File: config.mk
export PLATFORM = sky130hd
export DESIGN_NAME = irq_flag_ctrl
export DESIGN_NICKNAME = d
export VERILOG_FILES = /design/src/hw/irq_ctrl_pkg.sv /design/src/hw/pin_edge_detect.sv /design/src/hw/irq_flag_ctrl.sv
export SDC_FILE = /design/constraint.sdc
export NUM_CORES = 1
export LEC_CHECK = 0
export ABC_AREA = 1
export BUFFER_PORTS_ARGS = -buffer_cell sky130_fd_sc_hd__clkbuf_2
export CAP_MARGIN = 20
export CORE_MARGIN = 8
export CORE_UTILIZATION = 51
export CTS_CLUSTER_DIAMETER = 150
export CTS_CLUSTER_SIZE = 8
export DETAILED_ROUTE_END_ITERATION = 16
export GPL_ROUTABILITY_DRIVEN = 0
export PLACE_DENSITY = 0.72
export SETUP_SLACK_MARGIN = 0.2
export SYNTH_ARGS = -nofsm -noshare
export SYNTH_HDL_FRONTEND = slang
export SYNTH_SLANG_ARGS = --single-unit
File: constraint.sdc
create_clock -name pclk -period 18.25 [get_ports pclk]
set_clock_uncertainty 0.05 [all_clocks]
set_input_delay 0.9125 -clock pclk [delete_from_list [all_inputs] [get_ports pclk]]
set_output_delay 0.9125 -clock pclk [all_outputs]
set_load 0.02 [all_outputs]
File: src/hw/irq_ctrl_pkg.sv
// Shared constants for the interrupt flag, mask and priority block
package irq_ctrl_pkg;

	// ----------------------------------------------------------------
	// Sizes
	// ----------------------------------------------------------------
	localparam int NUM_SRC = 16; // Sources: low byte plus high byte
	localparam int NUM_PIN = 6; // External pin sources

	// ----------------------------------------------------------------
	// Register byte offsets
	// ----------------------------------------------------------------
	localparam logic [7:0] OFS_REQ_LO = 8'h00; // req_flags_lo0
	localparam logic [7:0] OFS_REQ_HI = 8'h04; // req_flags_hi0
	localparam logic [7:0] OFS_MASK_LO = 8'h08; // mask_flags_lo0
	localparam logic [7:0] OFS_MASK_HI = 8'h0c; // mask_flags_hi0
	localparam logic [7:0] OFS_PRIO_A_LO = 8'h10; // prio_a_lo0
	localparam logic [7:0] OFS_PRIO_A_HI = 8'h14; // prio_a_hi0
	localparam logic [7:0] OFS_PRIO_B_LO = 8'h18; // prio_b_lo0
	localparam logic [7:0] OFS_PRIO_B_HI = 8'h1c; // prio_b_hi0
	localparam logic [7:0] OFS_RISE = 8'h20; // rise_edge_enable
	localparam logic [7:0] OFS_FALL = 8'h24; // fall_edge_enable
	localparam logic [7:0] OFS_CPU_STAT = 8'h28; // processor_status_word
	localparam logic [7:0] OFS_DMODE0 = 8'h2c; // dma_mode_reg, channel 0
	localparam logic [7:0] OFS_DMODE1 = 8'h30; // dma_mode_reg, channel 1
	localparam logic [7:0] OFS_STAT = 8'h34; // Sticky status, read only
	localparam logic [7:0] OFS_CLR = 8'h38; // Status clear, write only
	localparam logic [7:0] OFS_IEN = 8'h3c; // Status enable

	// ----------------------------------------------------------------
	// Flag positions in the 16-bit source vector (high byte = +8)
	// ----------------------------------------------------------------
	localparam int BIT_WDT = 0; // watchdog_interval_irq
	localparam int BIT_LVI = 1; // low_voltage_irq
	localparam int BIT_PIN0 = 2; // pin_irq_0, pins follow upward
	localparam int BIT_ST3 = 8; // Serial 3 transmit end
	localparam int BIT_SR3 = 9; // Serial 3 receive end
	localparam int BIT_SRE3 = 10; // Serial 3 receive error
	localparam int BIT_DMA0 = 11; // dma_ch0_end_irq
	localparam int BIT_DMA1 = 12; // DMA channel 1 end
	localparam int BIT_SER0_TX = 13; // High byte bit 5, shared
	localparam int BIT_SER0_RX = 14; // High byte bit 6, shared
	localparam int BIT_SRE0 = 15; // Serial 0 receive error

	// ----------------------------------------------------------------
	// Field positions
	// ----------------------------------------------------------------
	localparam int CPU_STAT_IE_BIT = 7; // Global interrupt enable
	localparam int CPU_STAT_ISP_LSB = 1; // Two-bit in-service priority
	localparam int DMODE_EN_BIT = 7; // Channel enable
	localparam int ST_OVERRUN = 0; // DMA trigger while channel busy
	localparam int ST_LOST = 1; // Event on an already set flag

	// ----------------------------------------------------------------
	// DMA trigger select codes (bits 3..0 of the mode register)
	// ----------------------------------------------------------------
	localparam logic [3:0] DSEL_SER0_TX = 4'h6; // 0110B: sync_ser0 end
	localparam logic [3:0] DSEL_SER0_RX = 4'h7;
	localparam logic [3:0] DSEL_ST3 = 4'h8;
	localparam logic [3:0] DSEL_SR3 = 4'h9;

	// ----------------------------------------------------------------
	// Reset values
	// ----------------------------------------------------------------
	localparam logic [15:0] RST_REQ = 16'h0000;
	localparam logic [15:0] RST_MASK = 16'hffff; // All masked
	localparam logic [15:0] RST_PRIO = 16'hffff; // Lowest level
	localparam logic [5:0] RST_EDGE = 6'h00;
	localparam logic [7:0] RST_CPU_STAT = 8'h06; // IE off, ISP lowest
	localparam logic [7:0] RST_DMODE = 8'h00;
	localparam logic [1:0] RST_STAT = 2'h0;

endpackage : irq_ctrl_pkg

File: src/hw/pin_edge_detect.sv
// Pin synchroniser and edge detector for the external pin sources
`timescale 1ns/1ps
module pin_edge_detect (
	input wire logic pclk,
	input wire logic presetn,
	input wire logic [irq_ctrl_pkg::NUM_PIN-1:0] pin,
	input wire logic [irq_ctrl_pkg::NUM_PIN-1:0] rise_en,
	input wire logic [irq_ctrl_pkg::NUM_PIN-1:0] fall_en,
	output logic [irq_ctrl_pkg::NUM_PIN-1:0] evt
);

	// ----------------------------------------------------------------
	// State
	// ----------------------------------------------------------------
	typedef struct packed {
		logic [irq_ctrl_pkg::NUM_PIN-1:0] meta; // First stage, read by sync only
		logic [irq_ctrl_pkg::NUM_PIN-1:0] sync; // Second stage
		logic [irq_ctrl_pkg::NUM_PIN-1:0] prev; // Last synced level
	} pin_state_t;

	pin_state_t s_r; // Registered state
	pin_state_t s_nxt; // Next state

	// Shift pins through the two stages and remember the old level
	always_comb begin
		s_nxt = s_r;
		s_nxt.meta = pin;
		s_nxt.sync = s_r.meta;
		s_nxt.prev = s_r.sync;
	end

	// Pins read low until sync; a high pin at release looks like a rise
	always_ff @(posedge pclk or negedge presetn) begin
		if (!presetn) begin
			s_r <= '0;
		end else begin
			s_r <= s_nxt;
		end
	end

	// ----------------------------------------------------------------
	// Per-pin edge selection
	// ----------------------------------------------------------------
	for (genvar i = 0; i < irq_ctrl_pkg::NUM_PIN; i++) begin : g_pin
		assign evt[i] = (rise_en[i] & s_r.sync[i] & ~s_r.prev[i])
			| (fall_en[i] & ~s_r.sync[i] & s_r.prev[i]);
	end

endmodule : pin_edge_detect

File: src/hw/irq_flag_ctrl.sv
// Interrupt request flags, masks, priorities and DMA start triggers
// Function
// - Six register kinds steer interrupt handling
// - One latched request flag per source
// - Mask bit mirrors request flag position
// - Two priority bits form level code
// - Separate rising and falling pin enables
// - Serial 0 transmit events share bit 5
// - Serial 0 receive events share bit 6
// - Four-bit select picks DMA trigger
// - Shared trigger: channel 0 before 1
//
// Design decisions made here: the placing of the registers and register access over APB.
`timescale 1ns/1ps
module irq_flag_ctrl (
	input wire logic pclk,
	input wire logic presetn,
	// APB slave
	input wire logic psel,
	input wire logic penable,
	input wire logic pwrite,
	input wire logic [7:0] paddr,
	input wire logic [31:0] pwdata,
	output logic [31:0] prdata,
	output logic pready,
	output logic pslverr,
	// Peripheral events, one-cycle pulses on pclk
	input wire logic watchdog_interval_irq,
	input wire logic low_voltage_irq,
	input wire logic ser3_tx_end_irq,
	input wire logic ser3_rx_end_irq,
	input wire logic ser3_rx_err_irq,
	input wire logic async0_tx_end_irq,
	input wire logic sync_ser0_end_irq,
	input wire logic async0_rx_end_irq,
	input wire logic sync_ser1_end_irq,
	input wire logic ser0_rx_err_irq,
	// External pins, asynchronous
	input wire logic [irq_ctrl_pkg::NUM_PIN-1:0] pin_irq,
	// DMA handshake
	input wire logic dma_done0,
	input wire logic dma_done1,
	output logic dma_req0,
	output logic dma_req1,
	// CPU side
	input wire logic cpu_ack,
	input wire logic [3:0] cpu_ack_idx,
	output logic irq_req,
	output logic [3:0] irq_idx,
	output logic [1:0] irq_lvl,
	// Block interrupt
	output logic int_out
);

	// ----------------------------------------------------------------
	// State
	// ----------------------------------------------------------------
	typedef struct packed {
		logic [15:0] req; // Request flags
		logic [15:0] mask; // Mask flags, 1 = masked
		logic [15:0] pa; // Priority bit 0 per source
		logic [15:0] pb; // Priority bit 1 per source
		logic [5:0] rise; // Rising edge enables
		logic [5:0] fall; // Falling edge enables
		logic [7:0] cpu_stat; // Status word
		logic [7:0] dmode0; // DMA channel 0 mode
		logic [7:0] dmode1; // DMA channel 1 mode
		logic [1:0] stat; // Sticky block status
		logic [1:0] ien; // Status enables
		logic pend1; // Channel 1 waits behind channel 0
		logic dreq0; // DMA request, channel 0
		logic dreq1; // DMA request, channel 1
		logic irq; // Request to CPU
		logic [3:0] idx; // Winning source
		logic [1:0] lvl; // Its level
		logic intr; // Block interrupt line
		logic rdy; // APB ready
		logic err; // APB error
		logic [31:0] rdata; // APB read data
	} state_t;

	localparam state_t RST_STATE = '{
		req: irq_ctrl_pkg::RST_REQ,
		mask: irq_ctrl_pkg::RST_MASK,
		pa: irq_ctrl_pkg::RST_PRIO,
		pb: irq_ctrl_pkg::RST_PRIO,
		rise: irq_ctrl_pkg::RST_EDGE,
		fall: irq_ctrl_pkg::RST_EDGE,
		cpu_stat: irq_ctrl_pkg::RST_CPU_STAT,
		dmode0: irq_ctrl_pkg::RST_DMODE,
		dmode1: irq_ctrl_pkg::RST_DMODE,
		stat: irq_ctrl_pkg::RST_STAT,
		ien: irq_ctrl_pkg::RST_STAT,
		default: '0
	};

	state_t s_r; // Registered state
	state_t s_nxt; // Next state

	logic [5:0] pin_evt; // Qualified pin edges
	logic [15:0] evt; // New events this cycle
	logic [15:0] ack_clr; // Flags the CPU takes
	logic [15:0] req_base; // Flags after software write
	logic [15:0] pend_v; // Set and unmasked
	logic [31:0] rd_mux; // Read data for current address
	logic rd_hit; // Address is mapped
	logic wr; // Write takes effect this edge
	logic trig0; // Channel 0 trigger
	logic trig1; // Channel 1 trigger
	logic same; // Both channels on one source
	logic [1:0] st_evt; // Status events
	logic found; // Some source is pending
	logic [1:0] best_lvl; // Best level so far
	logic [3:0] best_idx; // Best source so far

	// ----------------------------------------------------------------
	// Pin edges
	// ----------------------------------------------------------------
	pin_edge_detect u_pins (
		.pclk(pclk),
		.presetn(presetn),
		.pin(pin_irq),
		.rise_en(s_r.rise),
		.fall_en(s_r.fall),
		.evt(pin_evt)
	);

	// ----------------------------------------------------------------
	// Helpers
	// ----------------------------------------------------------------
	// Source event matching a trigger code; unknown codes never fire
	function automatic logic sel_hit(input logic [3:0] sel, input logic [15:0] e);
		logic r;
		r = 1'b0;
		unique case (sel)
			irq_ctrl_pkg::DSEL_SER0_TX: r = e[irq_ctrl_pkg::BIT_SER0_TX];
			irq_ctrl_pkg::DSEL_SER0_RX: r = e[irq_ctrl_pkg::BIT_SER0_RX];
			irq_ctrl_pkg::DSEL_ST3: r = e[irq_ctrl_pkg::BIT_ST3];
			irq_ctrl_pkg::DSEL_SR3: r = e[irq_ctrl_pkg::BIT_SR3];
			default: r = 1'b0;
		endcase
		return r;
	endfunction : sel_hit

	// ----------------------------------------------------------------
	// Event gathering
	// ----------------------------------------------------------------
	// Pack every source event into the flag layout
	always_comb begin
		evt = '0;
		evt[irq_ctrl_pkg::BIT_WDT] = watchdog_interval_irq;
		evt[irq_ctrl_pkg::BIT_LVI] = low_voltage_irq;
		evt[irq_ctrl_pkg::BIT_PIN0 +: irq_ctrl_pkg::NUM_PIN] = pin_evt;
		evt[irq_ctrl_pkg::BIT_ST3] = ser3_tx_end_irq;
		evt[irq_ctrl_pkg::BIT_SR3] = ser3_rx_end_irq;
		evt[irq_ctrl_pkg::BIT_SRE3] = ser3_rx_err_irq;
		evt[irq_ctrl_pkg::BIT_DMA0] = dma_done0;
		evt[irq_ctrl_pkg::BIT_DMA1] = dma_done1;
		evt[irq_ctrl_pkg::BIT_SER0_TX] = async0_tx_end_irq | sync_ser0_end_irq;
		evt[irq_ctrl_pkg::BIT_SER0_RX] = async0_rx_end_irq | sync_ser1_end_irq;
		evt[irq_ctrl_pkg::BIT_SRE0] = ser0_rx_err_irq;
	end

	// ----------------------------------------------------------------
	// Register read decode
	// ----------------------------------------------------------------
	// the six register kinds plus block status, clear and enable
	always_comb begin
		rd_mux = '0;
		rd_hit = 1'b1;
		unique case (paddr)
			irq_ctrl_pkg::OFS_REQ_LO: rd_mux[7:0] = s_r.req[7:0];
			irq_ctrl_pkg::OFS_REQ_HI: rd_mux[7:0] = s_r.req[15:8];
			irq_ctrl_pkg::OFS_MASK_LO: rd_mux[7:0] = s_r.mask[7:0];
			irq_ctrl_pkg::OFS_MASK_HI: rd_mux[7:0] = s_r.mask[15:8];
			irq_ctrl_pkg::OFS_PRIO_A_LO: rd_mux[7:0] = s_r.pa[7:0];
			irq_ctrl_pkg::OFS_PRIO_A_HI: rd_mux[7:0] = s_r.pa[15:8];
			irq_ctrl_pkg::OFS_PRIO_B_LO: rd_mux[7:0] = s_r.pb[7:0];
			irq_ctrl_pkg::OFS_PRIO_B_HI: rd_mux[7:0] = s_r.pb[15:8];
			irq_ctrl_pkg::OFS_RISE: rd_mux[5:0] = s_r.rise;
			irq_ctrl_pkg::OFS_FALL: rd_mux[5:0] = s_r.fall;
			irq_ctrl_pkg::OFS_CPU_STAT: rd_mux[7:0] = s_r.cpu_stat;
			irq_ctrl_pkg::OFS_DMODE0: rd_mux[7:0] = s_r.dmode0;
			irq_ctrl_pkg::OFS_DMODE1: rd_mux[7:0] = s_r.dmode1;
			irq_ctrl_pkg::OFS_STAT: rd_mux[1:0] = s_r.stat;
			// Clear register reads as zero
			irq_ctrl_pkg::OFS_CLR: rd_mux = '0;
			irq_ctrl_pkg::OFS_IEN: rd_mux[1:0] = s_r.ien;
			default: rd_hit = 1'b0;
		endcase
	end

	// ----------------------------------------------------------------
	// Next state
	// ----------------------------------------------------------------
	always_comb begin
		s_nxt = s_r;
		// Zero-wait slave: ready rises in the access phase
		wr = psel & penable & s_r.rdy & pwrite & rd_hit;

		// Bus answer, prepared during the setup cycle
		s_nxt.rdy = psel & ~penable;
		s_nxt.err = psel & ~penable & ~rd_hit;
		if (psel & ~penable) begin
			s_nxt.rdata = pwrite ? 32'h0000_0000 : rd_mux;
		end

		// Software writes to plain fields
		req_base = s_r.req;
		if (wr) begin
			unique case (paddr)
				irq_ctrl_pkg::OFS_REQ_LO: req_base[7:0] = pwdata[7:0];
				irq_ctrl_pkg::OFS_REQ_HI: req_base[15:8] = pwdata[7:0];
				irq_ctrl_pkg::OFS_MASK_LO: s_nxt.mask[7:0] = pwdata[7:0];
				irq_ctrl_pkg::OFS_MASK_HI: s_nxt.mask[15:8] = pwdata[7:0];
				irq_ctrl_pkg::OFS_PRIO_A_LO: s_nxt.pa[7:0] = pwdata[7:0];
				irq_ctrl_pkg::OFS_PRIO_A_HI: s_nxt.pa[15:8] = pwdata[7:0];
				irq_ctrl_pkg::OFS_PRIO_B_LO: s_nxt.pb[7:0] = pwdata[7:0];
				irq_ctrl_pkg::OFS_PRIO_B_HI: s_nxt.pb[15:8] = pwdata[7:0];
				irq_ctrl_pkg::OFS_RISE: s_nxt.rise = pwdata[5:0];
				irq_ctrl_pkg::OFS_FALL: s_nxt.fall = pwdata[5:0];
				irq_ctrl_pkg::OFS_CPU_STAT: s_nxt.cpu_stat = pwdata[7:0];
				irq_ctrl_pkg::OFS_DMODE0: s_nxt.dmode0 = pwdata[7:0];
				irq_ctrl_pkg::OFS_DMODE1: s_nxt.dmode1 = pwdata[7:0];
				irq_ctrl_pkg::OFS_IEN: s_nxt.ien = pwdata[1:0];
				default: ;
			endcase
		end

		// Flags: CPU acknowledge clears one, new events always win
		ack_clr = cpu_ack ? (16'h0001 << cpu_ack_idx) : 16'h0000;
		s_nxt.req = (req_base & ~ack_clr) | evt;

		// DMA triggers from the same events that latch the flags
		// select field bits 3..0
		trig0 = s_r.dmode0[irq_ctrl_pkg::DMODE_EN_BIT] & sel_hit(s_r.dmode0[3:0], evt);
		trig1 = s_r.dmode1[irq_ctrl_pkg::DMODE_EN_BIT] & sel_hit(s_r.dmode1[3:0], evt);
		same = s_r.dmode0[irq_ctrl_pkg::DMODE_EN_BIT]
			& s_r.dmode1[irq_ctrl_pkg::DMODE_EN_BIT]
			& (s_r.dmode0[3:0] == s_r.dmode1[3:0]);

		s_nxt.dreq0 = (s_r.dreq0 & ~dma_done0) | trig0;
		// on a shared trigger, channel 1 waits for channel 0
		if (same) begin
			s_nxt.pend1 = (s_r.pend1 & ~dma_done0) | trig1;
			s_nxt.dreq1 = (s_r.dreq1 & ~dma_done1) | (s_r.pend1 & dma_done0);
		end else begin
			s_nxt.pend1 = 1'b0;
			s_nxt.dreq1 = (s_r.dreq1 & ~dma_done1) | trig1;
		end

		// Block status: set wins over a clear in the same cycle
		st_evt[irq_ctrl_pkg::ST_OVERRUN] = (trig0 & s_r.dreq0)
			| (trig1 & (s_r.dreq1 | s_r.pend1));
		st_evt[irq_ctrl_pkg::ST_LOST] = |(evt & s_r.req);
		s_nxt.stat = s_r.stat;
		if (wr && (paddr == irq_ctrl_pkg::OFS_CLR)) begin
			s_nxt.stat = s_r.stat & ~pwdata[1:0];
		end
		s_nxt.stat = s_nxt.stat | st_evt;
		s_nxt.intr = |(s_nxt.stat & s_nxt.ien);

		// Best pending source: lowest level code, then lowest index
		// set and unmasked only
		pend_v = s_nxt.req & ~s_nxt.mask;
		found = 1'b0;
		best_lvl = 2'h3;
		best_idx = 4'h0;
		for (int i = irq_ctrl_pkg::NUM_SRC - 1; i >= 0; i--) begin
			if (pend_v[i] && (!found || ({s_nxt.pb[i], s_nxt.pa[i]} <= best_lvl))) begin
				found = 1'b1;
				best_lvl = {s_nxt.pb[i], s_nxt.pa[i]};
				best_idx = 4'(i);
			end
		end
		// Accept only with interrupts enabled and level within service limit
		s_nxt.irq = found & s_nxt.cpu_stat[irq_ctrl_pkg::CPU_STAT_IE_BIT]
			& (best_lvl <= s_nxt.cpu_stat[irq_ctrl_pkg::CPU_STAT_ISP_LSB +: 2]);
		s_nxt.idx = best_idx;
		s_nxt.lvl = best_lvl;
	end

	// ----------------------------------------------------------------
	// State register
	// ----------------------------------------------------------------
	always_ff @(posedge pclk or negedge presetn) begin
		if (!presetn) begin
			s_r <= RST_STATE;
		end else begin
			s_r <= s_nxt;
		end
	end

	// ----------------------------------------------------------------
	// Outputs, all straight from the state register
	// ----------------------------------------------------------------
	assign prdata = s_r.rdata;
	assign pready = s_r.rdy;
	assign pslverr = s_r.err;
	assign dma_req0 = s_r.dreq0;
	assign dma_req1 = s_r.dreq1;
	assign irq_req = s_r.irq;
	assign irq_idx = s_r.idx;
	assign irq_lvl = s_r.lvl;
	assign int_out = s_r.intr;

endmodule : irq_flag_ctrl

==> results.md <==
- Main area contributors after synthesis: dfrtp_1, dfstp_2, nand2_1
- Tcrit/Tclk final: 0.9279
- Synth Flop Type: dfrtp_1
- DRT Pass-1 Iters: 9
- CTS Sinks: roughly 140
- Most common cell after layout, fill and taps aside: nand2_1
- Total power: 0.8340 mW
- Final setup vio count: 0
- Synth Warn #: 0
- WP depth: 135
- Die X: 147.2 um
- CP max stage delay: 0.31 ns
- Synthesized flop and latch total: about 140
- Number of fill cells: between 1,500 and 2,000
- Ports: ~110
- Leak: 5.174 nW
- Fin Hold WS: a little under 0.3 ns
- Largest net degree at the start of global routing: 96
- Core Util, Final: 0.5996
- CTS tree: yes
- Worst VDD drop: 60.49 uV
- Post-synth EDFFs: 0
- Number of buffers created by CTS: 17
- Core region area: 0.01706 mm2
- CP Capture Type: flip-flop
- DRC: 0
- Overall Global Routing Usage: 0.2441
- Synthesized area per cell: roughly 7.6 um2
- First-pass GRT wire length: ~41,000 um
- Buf+Inv Stages, Crit Path: 21
- Detailed placement HPWL: between 20,000 and 25,000 um
- Achievable Freq: roughly 0.059 GHz
- Seq/Total Area, Yosys: 0.4145
- Clk buf depth: 2
- Worst EP arrival: 17.25 ns
- Status: finished, final reports clean
- Number of diodes: 0
- Detailed-route via count: between 8,000 and 9,000
- Worst hold stages: 0
- Die Y: 147.2 um
- Required @ worst endpoint: around 19 ns
- Number of H-tree levels: 4
- Final hold vios: 0
- Post-synth top area share: 0.2649
- Max-slew headroom: 0.3167
- Synth-to-Final Area Change: 16.42%
- Final Max Tran Viols: 0
- Vias in the first global route: about 7,700
- FP Rows: 48
- Netlist cell types: 49
- Nets: roughly 1,300
- Actual slew at the worst max-slew pin: roughly 1.0 ns
- Worst r2r path cells: approximately 130
- Drt wl/cell: between 15 and 20 um
- Initial antenna violation count: 0
- PwrDens: a little over 80 mW/mm2
- Crit path time final: ~17 ns
- Share of layout cells above drive strength 1: 0.2220
- Setup total negative slack: 0 ns
- Placed Area: ~0.0092 mm2
- Die area: 0.02168 mm2
- Async set-reset flop share out of synthesis: 1.000
- DRT Wirelength: between 20,000 and 30,000 um
- Initial Utilization: 0.5150
- Post-Synthesis Cells: about 1,200
- Routed Antenna Nets: 0
- Class of the worst hold path: reg -> reg
- CP top delay family: simple AND/OR/NAND/NOR gates
- Vias per std cell: 5.694
- Clk Tree Root Cell: clkbuf_16
- Crit path kind: in -> reg
- Reg clk slew, reported paths: around 0.060 ns
- Max-cap violation count: 0
- Clock insertion delay at the later pin of the skew report: ~0.44 ns
- Worst setup SP type: input port
- Most used cell along the critical path: nand2_1
- Most frequent cells in the layout: nand2_1, inv_1, o21ai_0
- IO buf count: 63
- Worst-path fanout max: 7
- Mapped Area: roughly 0.0088 mm2
- Gr ovfl total: 0
- Area leader, netlist: dfrtp_1
- Critical path's slowest cell: ha_1
- Reg2Reg Setup Slack: between 1.5 and 2 ns
- Drt initial violations: ~1,000
- Finished Cell Area: 0.01023 mm2
==> cells in the mapped netlist, drive strengths merged (2+ instances only) <==
master   count
o211ai      22
nor2        59
a2111oi      2
dfrtp       93
buf         43
o21ai      113
a32o         3
dfstp       50
mux2i        4
o2111ai      7
o21a         5
o31ai        2
nand3       87
and2         6
nor3        12
a22o         4
clkinv       3
a221oi      15
nand4        7
ha          32
o22ai        5
nor4         2
inv        156
or2          3
a21oi       51
clkbuf      17
nand2      347
==> cells by family (layout without fill, tap and decap cells) <==
logic type | count (synthesis) | count (layout) | synth area share
and+or+nand+nor | 523 | 524 | 0.2604
other | 1 | 24 | 0.0004269
adders and majority gates | 32 | 32 | 0.04558
buffers and inverters | 219 | 298 | 0.1117
muxes | 5 | 5 | 0.005840
DFF | 143 | 143 | 0.4145
AOI/OAI and AO/OA | 234 | 234 | 0.1607
xor gates and xnor gates | 1 | 1 | 0.0009972
==> per-stage QoR <==
step           instances  worst slack [ns]
2_1_floorplan       1181             2.051
3_3_place_gp        1421            0.1543
3_5_place_dp        1421           -0.1677
4_1_cts             1452            0.2686
5_1_grt             1486          -0.04604
6_report            1486             1.315
==> registers in the layout, indices dropped and copies added (netlist names) <==
register      flops
irq_lvl           2
irq_req           1
dma_req1          1
s_r             105
int_out           1
u_pins.s_r        6
pready            1
pslverr           1
irq_idx           4
dma_req0          1
prdata            8
u_pins.s_nxt     12
==> worst register-to-register path: cells and delay by family, from the launching register on <==
| family | cells | cell delay [ns] |
|---|---|---|
| AO/OA/AOI/OAI | 30 | 3.36 |
| adder cells (fa/ha/maj) | 16 | 4.41 |
| buffers and inverters | 18 | 1.74 |
| flip-flops | 1 | 0.34 |
| AND/OR/NAND/NOR | 65 | 6.47 |
==> worst paths after layout <==
kind,endpoint,from
setup / recovery,irq_req,paddr[2]
hold / removal,u_pins.s_nxt[0],u_pins.s_nxt[6]
setup reg to reg,irq_req,pready
hold reg to reg,u_pins.s_nxt[0],u_pins.s_nxt[6]
max in group asynchronous,s_r[141],presetn
min in group asynchronous,u_pins.s_nxt[10],presetn
==> layout make-up <==
cell class,instances,area [um2],area share
tap,225,281.5,0.02753
timing repair buffer,108,666.9,0.06521
multi-input combinational,820,4441,0.4342
clock buffer,17,425.4,0.04160
sequential,143,3641,0.3560
inverter,159,599.3,0.05860
clock inverter,14,172.7,0.01688
==> where the power goes <==
part           internal [mW]  leakage (nW)  switching [mW]
Combinational         0.0472          3.18          0.0909
Sequential             0.329          1.69         0.00469
Clock                  0.206         0.295           0.156
Total                  0.582          5.17           0.252
==> timing repair <==
action	4_1_cts	5_1_grt
pin swaps	0	10
buffers inserted	0	33
gates resized for setup	1	62
cloned	0	1
hold endpoints to repair	0	0
endpoints found under the setup margin	1	7
hold buffers	0	0
==> metal layers <==
| layer | share of wire | vias up | routed length [um] | global-route usage |
|---|---|---|---|---|
| met1 | 0.40 | 3937 | 10950 | 0.3088 |
| met3 | 0.099 | 115 | 2733 | 0.06675 |
| met4 | 0.042 | 0 | 1157 | 0.1193 |
| met2 | 0.46 | 461 | 12640 | 0.3789 |
| met5 | 0 | - | 0 | 0 |
| li1 | - | 3949 | - | - |
Power figures use the tool's default switching activity.
